**config.mk**
```make
export PLATFORM = sky130hd
export DESIGN_NAME = timer_pwm_counter_control
export DESIGN_NICKNAME = d
export VERILOG_FILES = /design/src/include/tpm_pkg.sv /design/src/hdl/timer_pwm_counter_control.sv
export SDC_FILE = /design/constraint.sdc
export NUM_CORES = 1
export LEC_CHECK = 0
export BUFFER_PORTS_ARGS = -buffer_cell sky130_fd_sc_hd__buf_2
export CAP_MARGIN = 40
export CORE_MARGIN = 2
export CORE_UTILIZATION = 54
export DETAILED_ROUTE_END_ITERATION = 12
export GPL_TIMING_DRIVEN = 0
export HOLD_SLACK_MARGIN = 0.12
export PLACE_DENSITY = 0.73
export SLEW_MARGIN = 25
export SYNTH_ARGS = -nofsm -noshare
export SYNTH_HDL_FRONTEND = slang
export SYNTH_SLANG_ARGS = --single-unit
```
**constraint.sdc**
```tcl
create_clock -name clk_sys_i -period 3.9 [get_ports clk_sys_i]
set_input_delay 0.78 -clock clk_sys_i [delete_from_list [all_inputs] [get_ports clk_sys_i]]
set_output_delay 0.78 -clock clk_sys_i [all_outputs]
set_load 0.02 [all_outputs]
```
**src/include/tpm_pkg.sv**
```systemverilog
// constants, register layout and carrier types of the timer/pwm counter
// How it works
// RULE1 - combined pair outputs complementary or identical
// RULE2 - second channel shows idle level when stopped
// RULE3 - dead time zero off, else value times four
// RULE4 - swap picks odd input, else even input
// RULE5 - separate edge selection per channel of pair
// RULE6 - edges: rising, falling or both
// RULE7 - phase input filter, zero disables it
// RULE8 - each phase input may be inverted
// RULE9 - prescaler divides by one to 128
// RULE10 - clock from system, clock pin or trigger
// RULE11 - channels may use shared time base
// RULE12 - local counter may follow shared time base
// RULE13 - trigger selectable, internal or external source
// RULE14 - external trigger gets selectable polarity
// RULE15 - doze option pauses counter in doze
// RULE16 - debug option keeps counter running halted
// RULE17 - trigger may reload the counter
// RULE18 - counter may stop after overflow
// RULE19 - counter may wait for trigger to start
// RULE20 - counter holds while trigger stays asserted
// RULE21 - per channel polarity inverts input or output
// RULE22 - overflow sets flag, enabled flag raises interrupt
`default_nettype none
package tpm_pkg;
   localparam int CNT_W = 16;
   localparam int NCH = 4;
   localparam int NPAIR = 2;
   localparam int NPIN = 11;
   // synchronised pin bus layout
   localparam int PIN_CH = 0;
   localparam int PIN_TRG = 4;
   localparam int PIN_CLK = 8;
   localparam int PIN_PA = 9;
   // register byte offsets
   localparam logic [5:0] OFF_CTRL = 6'h00;
   localparam logic [5:0] OFF_STAT = 6'h04;
   localparam logic [5:0] OFF_MOD = 6'h08;
   localparam logic [5:0] OFF_CNT = 6'h0c;
   localparam logic [5:0] OFF_PAIR = 6'h10;
   localparam logic [5:0] OFF_POLARITY = 6'h14;
   localparam logic [5:0] OFF_QUAD = 6'h18;
   localparam logic [5:0] OFF_CV0 = 6'h1c;
   localparam logic [5:0] CV_STEP = 6'h04;
   // status bit positions
   localparam int STAT_OVF = 0;
   localparam int STAT_CH = 1;
   localparam logic [CNT_W-1:0] MOD_RST = 16'hffff;
   localparam logic [CNT_W-1:0] RELOAD_VAL = 16'h0000;
   localparam logic [1:0] DEAD_SHIFT0 = 2'h0;
   localparam logic [1:0] CLK_SYS = 2'h0;
   localparam logic [1:0] CLK_PIN = 2'h1;
   localparam logic [1:0] CLK_TRIG = 2'h2;
   typedef enum logic [1:0] {
      EDGE_NONE = 2'h0,
      EDGE_RISE = 2'h1,
      EDGE_FALL = 2'h2,
      EDGE_BOTH = 2'h3
   } edge_t;
   typedef struct packed {
      logic [12:0] rsvd;
      logic ovf_irq_en;
      logic trig_invert;
      logic trig_external;
      logic [1:0] trig_select;
      logic shared_time_base_sync;
      logic shared_time_base_select;
      logic trigger_pause;
      logic trigger_start;
      logic overflow_halt;
      logic trigger_reload;
      logic debug_run;
      logic doze_pause;
      logic [2:0] prescale;
      logic [1:0] clk_source;
      logic enable;
   } ctrl_t;
   typedef struct packed {
      edge_t edge_hi;
      edge_t edge_lo;
      logic [3:0] dead_time_count;
      logic [2:0] rsvd;
      logic capture_input_swap;
      logic second_channel_idle_level;
      logic pair_inverted_outputs;
      logic dual_capture;
      logic combined_pwm;
   } pair_t;
   typedef struct packed {
      logic [24:0] rsvd;
      logic [1:0] phase_invert;
      logic [3:0] phase_filter_length;
      logic quad_enable;
   } quad_t;
endpackage
`default_nettype wire

```
**src/hdl/timer_pwm_counter_control.sv**
```systemverilog
// timer/pwm counter with combined pairs, dual-edge capture and quadrature decode
//
// The address map and the plain strobed port were chosen for this implementation.
`timescale 1ns/10ps
`default_nettype none
module timer_pwm_counter_control (
   // clock and reset
   input wire logic clk_sys_i,
   input wire logic rstn_i,
   // register port
   input wire logic [5:0] addr_i,
   input wire logic [31:0] wdata_i,
   input wire logic wr_i,
   input wire logic rd_i,
   output logic [31:0] rdata_o,
   // channel pins
   input wire logic [3:0] ch_in_i,
   output logic [3:0] ch_out_o,
   // clock, trigger and phase pins
   input wire logic external_counter_clock_pin_i,
   input wire logic [3:0] ext_trig_i,
   input wire logic [3:0] int_trig_i,
   input wire logic phase_a_i,
   input wire logic phase_b_i,
   // system
   input wire logic [15:0] global_tb_i,
   input wire logic doze_i,
   input wire logic debug_i,
   output logic irq_o,
   output logic ovf_dma_o
);
   tpm_pkg::ctrl_t ctrl_q;
   tpm_pkg::pair_t [1:0] pair_q;
   tpm_pkg::quad_t quad_q;
   logic [3:0] channel_polarity_register_q;
   logic [15:0] mod_q, cnt_q;
   logic [15:0] cv_q [4];
   logic [3:0] chf_q;
   logic ovf_flag_q, irq_q, dma_q, started_q, halted_q, trig_prev_q, run_q;
   logic [6:0] psc_q;
   logic [31:0] rdata_q;
   logic [3:0] ch_out_q;
   logic [10:0] pin_bus, s1_q, s2_q, s3_q, stab_q, prev_q;
   logic [1:0] flt_q, flt_prev_q;
   logic [3:0] cap, out_raw;
   logic [15:0] tb;
   logic trig_lvl, trig_edge, src_edge, tick, step, down, run, ovf;
   logic [6:0] psc_mask;
   logic wr_stat;

   // pin inputs: three flops, a change counts once the last two agree
   assign pin_bus = {phase_b_i, phase_a_i, external_counter_clock_pin_i, ext_trig_i, ch_in_i};
   for (genvar i = 0; i < tpm_pkg::NPIN; i++) begin : g_sync
      always_ff @(posedge clk_sys_i or negedge rstn_i) begin
         if (!rstn_i) begin
            s1_q[i] <= 1'b0;
            s2_q[i] <= 1'b0;
            s3_q[i] <= 1'b0;
            stab_q[i] <= 1'b0;
            prev_q[i] <= 1'b0;
         end else begin
            s1_q[i] <= pin_bus[i];
            s2_q[i] <= s1_q[i];
            s3_q[i] <= s2_q[i];
            if (s2_q[i] == s3_q[i]) begin
               stab_q[i] <= s3_q[i];
            end
            prev_q[i] <= stab_q[i];
         end
      end
   end

   // phase filter: a new level must persist for the filter length
   for (genvar j = 0; j < 2; j++) begin : g_phase
      logic [3:0] fcnt_q;
      logic raw;
      assign raw = stab_q[tpm_pkg::PIN_PA+j] ^ quad_q.phase_invert[j]; // see RULE8
      always_ff @(posedge clk_sys_i or negedge rstn_i) begin
         if (!rstn_i) begin
            flt_q[j] <= 1'b0;
            flt_prev_q[j] <= 1'b0;
            fcnt_q <= 4'h0;
         end else begin
            flt_prev_q[j] <= flt_q[j];
            if (quad_q.phase_filter_length == 4'h0 || raw == flt_q[j]) begin // see RULE7
               flt_q[j] <= raw;
               fcnt_q <= 4'h0;
            end else if (fcnt_q + 4'h1 >= quad_q.phase_filter_length) begin
               flt_q[j] <= raw;
               fcnt_q <= 4'h0;
            end else begin
               fcnt_q <= fcnt_q + 4'h1;
            end
         end
      end
   end

   // trigger selection and counter clock source
   always_comb begin
      if (ctrl_q.trig_external) begin // see RULE13
         trig_lvl = stab_q[tpm_pkg::PIN_TRG + int'(ctrl_q.trig_select)] ^ ctrl_q.trig_invert; // see RULE14
      end else begin
         trig_lvl = int_trig_i[ctrl_q.trig_select];
      end
   end
   assign trig_edge = trig_lvl & ~trig_prev_q;
   always_comb begin
      unique case (ctrl_q.clk_source) // see RULE10
         tpm_pkg::CLK_SYS: src_edge = 1'b1;
         tpm_pkg::CLK_PIN: src_edge = stab_q[tpm_pkg::PIN_CLK] & ~prev_q[tpm_pkg::PIN_CLK];
         tpm_pkg::CLK_TRIG: src_edge = trig_edge;
         default: src_edge = 1'b0;
      endcase
   end
   assign psc_mask = 7'((8'h01 << ctrl_q.prescale) - 8'h01);
   assign tick = src_edge && ((psc_q & psc_mask) == psc_mask); // see RULE9
   always_ff @(posedge clk_sys_i or negedge rstn_i) begin
      if (!rstn_i) begin
         psc_q <= 7'h00;
      end else if (!ctrl_q.enable || tick) begin
         psc_q <= 7'h00;
      end else if (src_edge) begin
         psc_q <= psc_q + 7'h01;
      end
   end

   // run gating
   assign run = ctrl_q.enable && started_q && !halted_q
      && !(ctrl_q.doze_pause && doze_i) // see RULE15
      && !(!ctrl_q.debug_run && debug_i) // see RULE16
      && !(ctrl_q.trigger_pause && trig_lvl); // see RULE20
   assign down = quad_q.quad_enable && flt_q[1];
   assign step = quad_q.quad_enable ? (flt_q[0] & ~flt_prev_q[0]) : tick;
   assign ovf = run && step && (down ? (cnt_q == 16'h0000) : (cnt_q == mod_q));
   always_ff @(posedge clk_sys_i or negedge rstn_i) begin
      if (!rstn_i) begin
         started_q <= 1'b0;
         halted_q <= 1'b0;
         trig_prev_q <= 1'b0;
         run_q <= 1'b0;
      end else begin
         trig_prev_q <= trig_lvl;
         run_q <= run;
         if (!ctrl_q.enable) begin
            started_q <= 1'b0;
         end else if (!ctrl_q.trigger_start || trig_edge) begin // see RULE19
            started_q <= 1'b1;
         end
         if (!ctrl_q.enable) begin
            halted_q <= 1'b0;
         end else if (ovf && ctrl_q.overflow_halt) begin // see RULE18
            halted_q <= 1'b1;
         end
      end
   end

   // local counter
   always_ff @(posedge clk_sys_i or negedge rstn_i) begin
      if (!rstn_i) begin
         cnt_q <= tpm_pkg::RELOAD_VAL;
      end else if (!ctrl_q.enable) begin
         cnt_q <= tpm_pkg::RELOAD_VAL;
      end else if (ctrl_q.trigger_reload && trig_edge) begin // see RULE17
         cnt_q <= tpm_pkg::RELOAD_VAL;
      end else if (run && step) begin
         if (ctrl_q.shared_time_base_sync) begin // see RULE12
            cnt_q <= global_tb_i;
         end else if (down) begin
            cnt_q <= (cnt_q == 16'h0000) ? mod_q : cnt_q - 16'h0001;
         end else begin
            cnt_q <= (cnt_q == mod_q) ? tpm_pkg::RELOAD_VAL : cnt_q + 16'h0001;
         end
      end
   end
   assign tb = ctrl_q.shared_time_base_select ? global_tb_i : cnt_q; // see RULE11

   // overflow flag, interrupt and dma request; a new overflow beats the clear
   assign wr_stat = wr_i && addr_i == tpm_pkg::OFF_STAT;
   always_ff @(posedge clk_sys_i or negedge rstn_i) begin
      if (!rstn_i) begin
         ovf_flag_q <= 1'b0;
         irq_q <= 1'b0;
         dma_q <= 1'b0;
      end else begin
         ovf_flag_q <= ovf || (ovf_flag_q && !(wr_stat && wdata_i[tpm_pkg::STAT_OVF])); // see RULE22
         irq_q <= (ovf || ovf_flag_q) && ctrl_q.ovf_irq_en; // see RULE22
         dma_q <= ovf; // see RULE22
      end
   end

   // per pair: pwm with dead time, or dual-edge capture
   for (genvar p = 0; p < tpm_pkg::NPAIR; p++) begin : g_pair
      localparam int LO = 2 * p;
      localparam int HI = 2 * p + 1;
      logic raw_q, sel_in, sel_prev, rise, fall, dead;
      logic [5:0] dt_q;
      logic [15:0] cv_lo, cv_hi;
      assign cv_lo = cv_q[LO];
      assign cv_hi = cv_q[HI];
      always_ff @(posedge clk_sys_i or negedge rstn_i) begin
         if (!rstn_i) begin
            raw_q <= 1'b0;
            dt_q <= 6'h00;
         end else begin
            raw_q <= (tb >= cv_lo) && (tb < cv_hi);
            if (raw_q != ((tb >= cv_lo) && (tb < cv_hi))) begin
               dt_q <= {pair_q[p].dead_time_count, tpm_pkg::DEAD_SHIFT0}; // see RULE3
            end else if (tick && dt_q != 6'h00) begin
               dt_q <= dt_q - 6'h01;
            end
         end
      end
      // zero dead time never blanks: dt_q only loads a zero then
      assign dead = pair_q[p].pair_inverted_outputs && dt_q != 6'h00; // see RULE3
      always_comb begin
         out_raw[LO] = 1'b0;
         out_raw[HI] = 1'b0;
         if (pair_q[p].combined_pwm) begin
            if (!run_q) begin
               out_raw[LO] = 1'b0;
               out_raw[HI] = pair_q[p].second_channel_idle_level; // see RULE2
            end else begin
               out_raw[LO] = raw_q && !dead;
               out_raw[HI] = (pair_q[p].pair_inverted_outputs ? ~raw_q : raw_q) && !dead; // see RULE1
            end
         end else if (!pair_q[p].dual_capture) begin
            out_raw[LO] = run_q && (tb < cv_lo);
            out_raw[HI] = run_q && (tb < cv_hi);
         end
      end
      // capture input after channel polarity
      assign sel_in = pair_q[p].capture_input_swap ? // see RULE4
         stab_q[tpm_pkg::PIN_CH+HI] ^ channel_polarity_register_q[HI] :
         stab_q[tpm_pkg::PIN_CH+LO] ^ channel_polarity_register_q[LO]; // see RULE21
      assign sel_prev = pair_q[p].capture_input_swap ?
         prev_q[tpm_pkg::PIN_CH+HI] ^ channel_polarity_register_q[HI] :
         prev_q[tpm_pkg::PIN_CH+LO] ^ channel_polarity_register_q[LO];
      assign rise = sel_in & ~sel_prev;
      assign fall = ~sel_in & sel_prev;
      assign cap[LO] = pair_q[p].dual_capture && ctrl_q.enable && // see RULE5
         ((pair_q[p].edge_lo[0] && rise) || (pair_q[p].edge_lo[1] && fall)); // see RULE6
      assign cap[HI] = pair_q[p].dual_capture && ctrl_q.enable &&
         ((pair_q[p].edge_hi[0] && rise) || (pair_q[p].edge_hi[1] && fall)); // see RULE6
   end

   // channel values and flags; capture beats a software write or clear
   for (genvar c = 0; c < tpm_pkg::NCH; c++) begin : g_ch
      always_ff @(posedge clk_sys_i or negedge rstn_i) begin
         if (!rstn_i) begin
            cv_q[c] <= 16'h0000;
            chf_q[c] <= 1'b0;
            ch_out_q[c] <= 1'b0;
         end else begin
            if (cap[c]) begin
               cv_q[c] <= tb;
            end else if (wr_i && addr_i == tpm_pkg::OFF_CV0 + 6'(c) * tpm_pkg::CV_STEP) begin
               cv_q[c] <= wdata_i[15:0];
            end
            chf_q[c] <= cap[c] || (chf_q[c] && !(wr_stat && wdata_i[tpm_pkg::STAT_CH+c]));
            ch_out_q[c] <= out_raw[c] ^ channel_polarity_register_q[c]; // see RULE21
         end
      end
   end

   // register writes
   always_ff @(posedge clk_sys_i or negedge rstn_i) begin
      if (!rstn_i) begin
         ctrl_q <= '0;
         pair_q <= '0;
         quad_q <= '0;
         channel_polarity_register_q <= 4'h0;
         mod_q <= tpm_pkg::MOD_RST;
      end else if (wr_i) begin
         unique case (addr_i)
            tpm_pkg::OFF_CTRL: ctrl_q <= tpm_pkg::ctrl_t'({13'h0000, wdata_i[18:0]});
            tpm_pkg::OFF_MOD: mod_q <= wdata_i[15:0];
            tpm_pkg::OFF_PAIR: pair_q <= {wdata_i[31:24], 3'h0, wdata_i[20:8], 3'h0, wdata_i[4:0]};
            tpm_pkg::OFF_POLARITY: channel_polarity_register_q <= wdata_i[3:0];
            tpm_pkg::OFF_QUAD: quad_q <= tpm_pkg::quad_t'({25'h0000000, wdata_i[6:0]});
            default: ;
         endcase
      end
   end

   // register reads, data one cycle after the strobe
   always_ff @(posedge clk_sys_i or negedge rstn_i) begin
      if (!rstn_i) begin
         rdata_q <= 32'h00000000;
      end else if (rd_i) begin
         unique case (addr_i)
            tpm_pkg::OFF_CTRL: rdata_q <= ctrl_q;
            tpm_pkg::OFF_STAT: rdata_q <= {27'h0000000, chf_q, ovf_flag_q};
            tpm_pkg::OFF_MOD: rdata_q <= {16'h0000, mod_q};
            tpm_pkg::OFF_CNT: rdata_q <= {16'h0000, cnt_q};
            tpm_pkg::OFF_PAIR: rdata_q <= pair_q;
            tpm_pkg::OFF_POLARITY: rdata_q <= {28'h0000000, channel_polarity_register_q};
            tpm_pkg::OFF_QUAD: rdata_q <= quad_q;
            tpm_pkg::OFF_CV0: rdata_q <= {16'h0000, cv_q[0]};
            tpm_pkg::OFF_CV0 + tpm_pkg::CV_STEP: rdata_q <= {16'h0000, cv_q[1]};
            tpm_pkg::OFF_CV0 + 6'h2 * tpm_pkg::CV_STEP: rdata_q <= {16'h0000, cv_q[2]};
            tpm_pkg::OFF_CV0 + 6'h3 * tpm_pkg::CV_STEP: rdata_q <= {16'h0000, cv_q[3]};
            default: rdata_q <= 32'h00000000;
         endcase
      end else begin
         rdata_q <= 32'h00000000;
      end
   end

   assign rdata_o = rdata_q;
   assign ch_out_o = ch_out_q;
   assign irq_o = irq_q;
   assign ovf_dma_o = dma_q;

   // checks
   ovf_flag_set_a: assert property (@(posedge clk_sys_i) disable iff (!rstn_i) // see RULE22
      ovf |=> ovf_flag_q && dma_q) else $error("overflow did not set flag");
   irq_follow_a: assert property (@(posedge clk_sys_i) disable iff (!rstn_i) // see RULE22
      ovf_flag_q && ctrl_q.ovf_irq_en && $stable(ctrl_q) |=> irq_q) else $error("interrupt missing");
   halt_hold_a: assert property (@(posedge clk_sys_i) disable iff (!rstn_i) // see RULE18
      halted_q && ctrl_q.enable && !(ctrl_q.trigger_reload && trig_edge) |=> $stable(cnt_q))
      else $error("counter moved after halt");
   reload_trig_a: assert property (@(posedge clk_sys_i) disable iff (!rstn_i) // see RULE17
      ctrl_q.enable && ctrl_q.trigger_reload && trig_edge |=> cnt_q == tpm_pkg::RELOAD_VAL)
      else $error("trigger did not reload");
   doze_hold_a: assert property (@(posedge clk_sys_i) disable iff (!rstn_i) // see RULE15
      ctrl_q.enable && ctrl_q.doze_pause && doze_i && !trig_edge |=> $stable(cnt_q))
      else $error("counter ran in doze");
   debug_hold_a: assert property (@(posedge clk_sys_i) disable iff (!rstn_i) // see RULE16
      ctrl_q.enable && !ctrl_q.debug_run && debug_i && !trig_edge |=> $stable(cnt_q))
      else $error("counter ran in debug");
   start_wait_a: assert property (@(posedge clk_sys_i) disable iff (!rstn_i) // see RULE19
      ctrl_q.trigger_start && !started_q && !trig_edge |=> !started_q || !ctrl_q.enable)
      else $error("started without trigger");
   idle_level_a: assert property (@(posedge clk_sys_i) disable iff (!rstn_i) // see RULE2
      pair_q[0].combined_pwm && !run_q
      |=> ch_out_q[1] == ($past(pair_q[0].second_channel_idle_level) ^ $past(channel_polarity_register_q[1])))
      else $error("idle level wrong");
   comp_pair_a: assert property (@(posedge clk_sys_i) disable iff (!rstn_i) // see RULE1
      pair_q[0].combined_pwm && pair_q[0].pair_inverted_outputs && run_q && !g_pair[0].dead
      && $stable(pair_q) && $stable(channel_polarity_register_q) && channel_polarity_register_q[1:0] == 2'h0
      |=> ch_out_q[0] != ch_out_q[1]) else $error("pair not complementary");
   ovf_cov_c: cover property (@(posedge clk_sys_i) disable iff (!rstn_i) ovf ##1 irq_q);
   cap_cov_c: cover property (@(posedge clk_sys_i) disable iff (!rstn_i) cap[0] ##[1:20] cap[1]);
   dead_cov_c: cover property (@(posedge clk_sys_i) disable iff (!rstn_i) g_pair[0].dead ##1 !g_pair[0].dead);
endmodule // timer_pwm_counter_control
`default_nettype wire

```
==> summary.md, run 1 <==
Die
* number of primary I/O pins: 113
* initial core utilization: 0.5478
* core area: 0.02870 mm^2
* die extent in y: 174.6 um
* Die Area: 0.03050 mm^2
* Site Rows: 62
* die width: 174.6 um

Critical path
* Worst Path Class, Setup: reg2reg
* FF-to-FF Start: ctrl_q[12]
* Cell Chain, Critical Path: clkbuf_4 -> buf_6 -> mux2i_4 -> inv_1 -> ha_1 -> a211oi_1 -> nand2_1 -> o31ai_1 -> o2111ai_2 -> o21bai_2 -> xor2_4 -> mux2_2
* max incr delay on CP: 0.38 ns
* slowest cell on the critical path: mux2i_4
* worst-path maximum fanout: 10
* path length in cells of the critical path: 12
* worst reg2reg path endpoint: g_pair[1].dt_q[5]
* data required time at the worst endpoint: 4.37 ns
* largest delay contributor family on the critical path: compound AO/OA/AOI/OAI gates
* Critical path origin: ctrl_q[12]
* number of cell instances on the worst register-to-register path: 12
* Worst setup endpoint: g_pair[1].dt_q[5]
* Worst R2R Setup Slack: 0.14 ns
* nature of the critical path endpoint: register
* arrival time at the worst endpoint: 4.23 ns
* startpoint kind of the worst setup timing path: register
* Buf+Inv Stages, Crit Path: 3

Route
* drt first-iter violations: 1063
* mean number of vias per cell: 6.125
* first-pass iteration count of the detailed router: 5
* vias after detailed routing: 12450
* total detailed-routing wirelength: 46490 um
* Post-DRT Antenna Nets: 0
* DRC: 0
* post-detailed-route wirelength per cell: 22.87 um

STA
* minimum period implied by the final worst setup slack: 3.760 ns
* final clock skew: 0.02257 ns
* final count of negative-setup-slack endpoints: 0
* Worst Hold Slack: 0.1373 ns
* final hold violations: 0
* Relative slew margins: 0.3775
* share of the clock period used by the worst path after layout: 0.9640
* transition time at the pin with the least slew margin: 0.9338 ns
* maximum clock rate: 266.0 MHz
* setup slack after layout: 0.1402 ns
* final-report max-slew violation count: 0

Pwr
* total power: 8754 uW
* switching fraction of total power: 0.3190
* logic gate share of total power: 0.244
* Reg power frac: 0.410
* portion of total power attributed to the clock network: 0.346
* peak ir drop on the vdd network: 0.0003726 V
* internal power consumption: 5961 uW
* ratio of total power to cell area: 482.1 mW/mm^2
* switching pwr: 2792 uW
* Static Leakage: 0.008398 uW

Synth
* sequential cell area fraction in the yosys report: 0.4421
* commonest register cell after synthesis: dfrtp_1
* flops & latches, synth: 277
* synth unique cells: 80
* Post-synth EDFFs: 0
* Netlist Area Pre-Place: 0.01572 mm^2
* number of instances in the synthesized netlist: 1477
* number of synthesis warnings: 0
* mean instance size in the synthesized netlist: 10.65 um^2
* Synth async-reset ratio: 1.000

Place
* number of placed instances with taps included: 1974
* Port Buffer Count: 99
* half-perimeter wire length after placement: 34720 um
* minimum setup slack after placement: -0.6571 ns
* global placer's final weighted congestion: 0.9831

Global route
* total global routing track utilization: 0.3036
* antenna violations before repair: 1
* first-pass GRT wire length: 71330 um
* aggregate global routing overflow: 0
* pin count of the biggest net entering global routing: 85
* vias in the first global route: 12440

Clock tree
* count of H-tree levels built during CTS: 1
* clock latency reported for the late side of the worst-skew pair: 0.59 ns
* clock tree from TritonCTS: yes
* CTS buffer count: 30
* Max Root-Sink Buffers: 3
* register clock-pin slew on the reported worst setup and hold paths: 0.06 ns
* clock sink count: 277
* hold bufs inserted after CTS: 0
* root buffer cell: clkbuf_16

Finish
* most frequent standard cell in the layout excluding fill and tap cells: dfrtp_1
* final std cells w/o fill: 2033
* leading cell types in the layout, fill and taps excluded: dfrtp_1, mux2i_1, buf_2, inv_1, nand2_1
* Final Core Density: 0.6326
* area growth from synthesis to final layout: 15.48%
* share of post-route cells with drive strength above 1: 0.2063
* final net count: 1780

Job
* # Max-Cap Violations: 0

Run status
* run status: complete, no violations

Min path
* Hold/Removal Path Class: in2async

==> layout make-up <==
| class | count | area [um^2] |
|---|---|---|
| Fill cell | 2319 | 10550 |
| Multi-Input combinational cell | 1024 | 8219 |
| Sequential cell | 277 | 6952 |
| Clock buffer | 40 | 878.3 |
| Timing Repair Buffer | 113 | 681.9 |
| Tap cell | 384 | 480.5 |
| Inverter | 103 | 386.6 |
| Buffer | 75 | 361.6 |
| Clock inverter | 16 | 195.2 |
| Antenna cell | 1 | 2.502 |
==> through the flow <==
stage          TNS (ns)  cell area, um^2
2_1_floorplan         0            15730
3_3_place_gp    -817.05            16710
3_5_place_dp     -6.758            16880
4_1_cts               0            18050
5_1_grt        -0.06492            18150
6_report              0            18160
==> timing repair <==
action	CTS	global route
gates resized for setup	20	13
endpoints found under the setup margin	13	8
buffers inserted	0	0
pin swaps	0	0
==> synthesized netlist by cell type, types with 4 or more instances <==
master	count	area, um^2
a211oi_1	12	90.09
a21o_1	10	75.07
a21oi_1	70	350.3
a221oi_1	10	87.58
a222oi_1	4	40.04
a22oi_1	26	195.2
a31oi_1	5	31.28
a32oi_1	4	35.03
and2_1	18	112.6
and3_1	11	68.82
and4_1	4	35.03
buf_1	13	48.80
buf_2	12	60.06
buf_4	4	30.03
buf_6	4	45.04
clkbuf_1	41	153.9
dfrtp_1	261	6531
dfstp_2	16	420.4
ha_1	81	1013
inv_1	103	386.6
maj3_1	11	110.1
mux2_2	92	1036
mux2i_1	175	1752
nand2_1	93	349.1
nand2b_1	7	43.79
nand3_1	27	135.1
nand4_1	18	112.6
nor2_1	85	319.1
nor2b_1	13	81.33
nor3_1	16	80.08
nor4_1	11	68.82
o2111ai_1	4	35.03
o211ai_1	11	82.58
o21ai_0	45	225.2
o22ai_1	8	50.05
o31ai_1	16	120.1
or3_1	4	25.02
xnor2_1	34	297.8
xor2_1	42	367.9
==> flip-flops by register name (all words and copies together) (netlist names), 2 cells and up <==
name,count
s3_q,11
ch_out_o,4
g_pair.cv_lo,32
g_pair.dt_q,12
chf_q,4
rdata_o,29
stab_q,11
channel_polarity_register_q,4
s2_q,11
psc_q,7
cnt_q,16
pair_q,26
quad_q,7
ctrl_q,19
g_phase.fcnt_q,8
prev_q,5
g_pair.cv_hi,32
s1_q,11
mod_q,16
flt_q,2
g_pair.raw_q,2
==> power groups by stage <==
stage	Clock (uW)	Sequential (uW)	Combinational [uW]
after floorplan	0	3510	1440
after detailed placement	0	3620	2050
after CTS	3070	3570	2090
after global placement	0	3600	1950
final	3030	3590	2140
after global routing	3190	3630	2360
==> cell families (layout without fill, tap and decap cells) <==
kind of cell,after synthesis,count (layout),share of synthesized area
other cells,1,4,0.0002385
buf+inv,178,347,0.04695
fa+ha+maj,92,92,0.07146
mux,271,271,0.1825
flops,277,277,0.4421
simple gates,332,332,0.1067
compound gates,250,250,0.1077
xor+xnor,76,76,0.04233
==> routing by layer <==
metal / wire length [um] / global-route usage
met3: 3780 / 0.05244
met1: 19440 / 0.4147
met4: 1633 / 0.1000
met2: 21640 / 0.4946
met5: 0 / 0
==> worst min-delay path by stage <==
stage	start	endpoint	slack, ns	cells past startpoint
2_1_floorplan	s1_q[0]	s2_q[0]	0.33	0
3_3_place_gp	s1_q[7]	s2_q[7]	0.33	0
3_5_place_dp	s1_q[8]	s2_q[8]	0.33	0
4_1_cts	rstn_i	s1_q[6]	0.15	1
5_1_grt	rstn_i	s1_q[6]	0.17	1
6_report	rstn_i	s3_q[6]	0.14	1
(Power assumes the default switching activity.)
==> run 2, diff against run 1 <==
--- a/config.mk
+++ b/config.mk
@@ -5,6 +5,7 @@
 export SDC_FILE = /design/constraint.sdc
 export NUM_CORES = 1
 export LEC_CHECK = 0
+export ABC_AREA = 1
 export BUFFER_PORTS_ARGS = -buffer_cell sky130_fd_sc_hd__buf_2
 export CAP_MARGIN = 40
 export CORE_MARGIN = 2
@@ -13,6 +14,7 @@
 export GPL_TIMING_DRIVEN = 0
 export HOLD_SLACK_MARGIN = 0.12
 export PLACE_DENSITY = 0.73
+export SKIP_LAST_GASP = 1
 export SLEW_MARGIN = 25
 export SYNTH_ARGS = -nofsm -noshare
 export SYNTH_HDL_FRONTEND = slang
==> run 2 against run 1 <==
  * Synthesized cell count grew 30%
  * Critical path type unchanged
  * Maximum frequency grew 3.3%
  * Die area grew 0.41%
  * Hold slack gained 0.042 ns
  * Combinational power grew 19%
  * Non-clock buffer count grew 11
  * Largest cell class unchanged
  * Clock skew grew 0.0019 ns
  * Count of clock-buffer cells in the layout grew 1
  * Synthesized area grew 0.41%
  * First-iteration DRC count grew 52%
==> summary.md, run 2 <==
Run status
* run status: complete, no violations

Global route
* total global routing track utilization: 0.3514
* pin count of the biggest net entering global routing: 80
* aggregate global routing overflow: 0
* vias in the first global route: 14370
* antenna violations before repair: 0
* first-pass GRT wire length: 82670 um

Synth
* fraction of the mapped netlist area in compound gates: 0.1439
* sequential cell area fraction in the yosys report: 0.4403
* most used standard cell by instance count after synthesis: nand2_1
* most frequent cells after synthesis: nand2_1, dfrtp_1, inv_1
* number of instances in the synthesized netlist: 1924
* Synth async-reset ratio: 1.000
* commonest register cell after synthesis: dfrtp_1
* synth unique cells: 51
* flops & latches, synth: 277
* Simple-Gate Fraction of Synth Area: 0.2237
* mean instance size in the synthesized netlist: 8.206 um^2
* Yosys top cell by area: dfrtp_1
* Netlist Area Pre-Place: 0.01579 mm^2
* mux contribution to synthesized area: 0
* synthesized-area fraction occupied by adder cells: 0.07116
* number of synthesis warnings: 0
* Post-synth EDFFs: 0
* Synth top area share: 0.4137
* synth top area cells: dfrtp_1, nand2_1, ha_1, inv_1, nand3_1
* dominant combinational cell family by area after synthesis: simple AND/OR/NAND/NOR gates
* xor-xnor portion of the synthesized cell area: 0.03384

Die
* Site Rows: 62
* die width: 175.0 um
* initial core utilization: 0.5486
* core area: 0.02878 mm^2
* die extent in y: 175.0 um
* Die Area: 0.03062 mm^2
* number of primary I/O pins: 113

STA
* maximum clock rate: 274.6 MHz
* Relative slew margins: 0.3934
* sum of negative setup slack: 0 ns
* final count of negative-setup-slack endpoints: 0
* minimum period implied by the final worst setup slack: 3.641 ns
* share of the clock period used by the worst path after layout: 0.9337
* RSZ-0062 raised after global routing: false
* final hold violations: 0
* transition time at the pin with the least slew margin: 0.9029 ns
* final clock skew: 0.02451 ns
* final-report max-slew violation count: 0

Job
* # Max-Cap Violations: 0

Clock tree
* CTS buffer count: 31
* root buffer cell: clkbuf_16
* clock latency reported for the late side of the worst-skew pair: 0.59 ns
* clock sink count: 277
* register clock-pin slew on the reported worst setup and hold paths: 0.06 ns
* clock tree from TritonCTS: yes
* Max Root-Sink Buffers: 3
* count of H-tree levels built during CTS: 1
* buffer count from post-CTS setup fixing: 0

Finish
* leading cell types in the layout, fill and taps excluded: nand2_1, dfrtp_1, inv_1, nand3_1, buf_2
* share of post-route cells with drive strength above 1: 0.1431
* Final Core Density: 0.6257
* Finished Cell Area: 0.01801 mm^2
* Fillers: 2552
* final net count: 2235
* most frequent standard cell in the layout excluding fill and tap cells: nand2_1
* area growth from synthesis to final layout: 14.05%
* antenna diode count: 0

Route
* mean number of vias per cell: 5.929
* Post-DRT Antenna Nets: 0
* total detailed-routing wirelength: 53280 um
* DRC: 0
* drt first-iter violations: 1612
* post-detailed-route wirelength per cell: 21.42 um
* vias after detailed routing: 14750
* first-pass iteration count of the detailed router: 6

Critical path
* worst-path maximum fanout: 10
* startpoint kind of the worst setup timing path: register
* data required time at the worst endpoint: 4.37 ns
* Worst R2R Setup Slack: 0.26 ns
* nature of the critical path endpoint: register
* FF-to-FF Start: ctrl_q[12]
* arrival time at the worst endpoint: 4.11 ns
* number of cell instances on the worst register-to-register path: 15
* worst reg2reg path endpoint: g_pair[1].dt_q[2]
* Worst Path Class, Setup: reg2reg

Place
* half-perimeter wire length after placement: 41000 um
* cell area after placement: 0.01696 mm^2
* Port Buffer Count: 105
* global placer's final weighted congestion: 0.9863

Pwr
* switching fraction of total power: 0.3544
* internal power consumption: 5853 uW
* total power: 9066 uW
* Reg power frac: 0.392
* portion of total power attributed to the clock network: 0.326
* peak ir drop on the vdd network: 0.0003803 V
* Static Leakage: 0.008803 uW
* ratio of total power to cell area: 503.5 mW/mm^2
* logic gate share of total power: 0.282
* switching pwr: 3213 uW

Min path
* Hold/Removal Path Class: in2async

run 2: cell count changes after synthesis, sizes merged, moves of 58 or more:
cell | previous run | this run
inv | 103 | 244
mux2 | 93 | 0
mux2i | 175 | 0
nand2 | 94 | 419
nand3 | 27 | 164
o211ai | 11 | 69
o21ai | 45 | 135
run 2: cell type report:
| cell class | instances | area, um^2 | area share |
|---|---|---|---|
| clock buffers | 41 | 843.3 | 0.04683 |
| repair buffers | 120 | 705.7 | 0.03919 |
| inverters | 247 | 934.6 | 0.05190 |
| multi-input cells | 1323 | 7482 | 0.4155 |
| clock inverters | 16 | 172.7 | 0.009589 |
| flip-flops and latches | 277 | 6952 | 0.3860 |
| well taps | 384 | 480.5 | 0.02668 |
| plain buffers | 79 | 436.7 | 0.02425 |
run 2: routing by layer:
layer	global-route usage	vias up	routed length (um)	share of wire
met3	0.06941	157	4994	0.094
met5	0	-	0	0
met1	0.4783	7071	22040	0.41
li1	-	6755	-	-
met2	0.5517	763	23770	0.45
met4	0.1455	0	2476	0.046
run 2: worst max path at each step:
stage,end,cells after the start,slack (ns),startpoint
floorplan,g_pair[0].dt_q[3],18,1.29,ctrl_q[12]
global placement,s3_q[9],1,-3.04,rstn_i
detailed placement,g_pair[0].dt_q[2],13,0.26,ctrl_q[12]
CTS,g_pair[0].dt_q[2],13,0.26,ctrl_q[12]
global route,g_pair[1].dt_q[2],16,0.01,ctrl_q[12]
finish,g_pair[1].dt_q[2],15,0.26,ctrl_q[12]
run 2: timing repair:
item | in CTS | in global routing
setup endpoints to repair | 0 | 2
hold buffers | 0 | 0
gates resized for setup | 0 | 1
run 2: stage by stage:
stage               cells  hold WS [ns]  setup slack [ns]
floorplan            1926        0.3312             1.291
global placement     2415        0.3320            -3.042
detailed placement   2426        0.3347            0.2584
CTS                  2483        0.2036            0.2597
global route         2487        0.2345           0.01221
finish               2487        0.1793            0.2586
run 2: power groups by stage:
stage	Combinational [uW]	Clock (uW)	Sequential, uW
floorplan	1730	0	3510
global placement	2380	0	3580
detailed placement	2490	0	3590
CTS	2510	2970	3540
global route	2870	3090	3590
finish	2550	2960	3550
run 2: cell families after synthesis:
group / count (synthesis)
AO/OA/AOI/OAI: 370
flip-flops: 277
buffers and inverters: 326
adder cells (fa/ha/maj): 92
AND/OR/NAND/NOR: 797
XOR/XNOR: 61
other: 1
run 2: critical path, stage by stage, from the launching register on:
cell and delay, ns:
dfrtp_1 0.32, buf_2 0.20, clkbuf_1 0.46, o21ai_1 0.45, ha_1 0.44, nand2_1 0.07, nor2_1 0.23, nand2_1 0.09
nand2_1 0.12, nand2_1 0.08, nand3_1 0.21, nand4_1 0.35, nand2_2 0.29, nand2_1 0.09, nand2_1 0.07, nand2_1 0.05
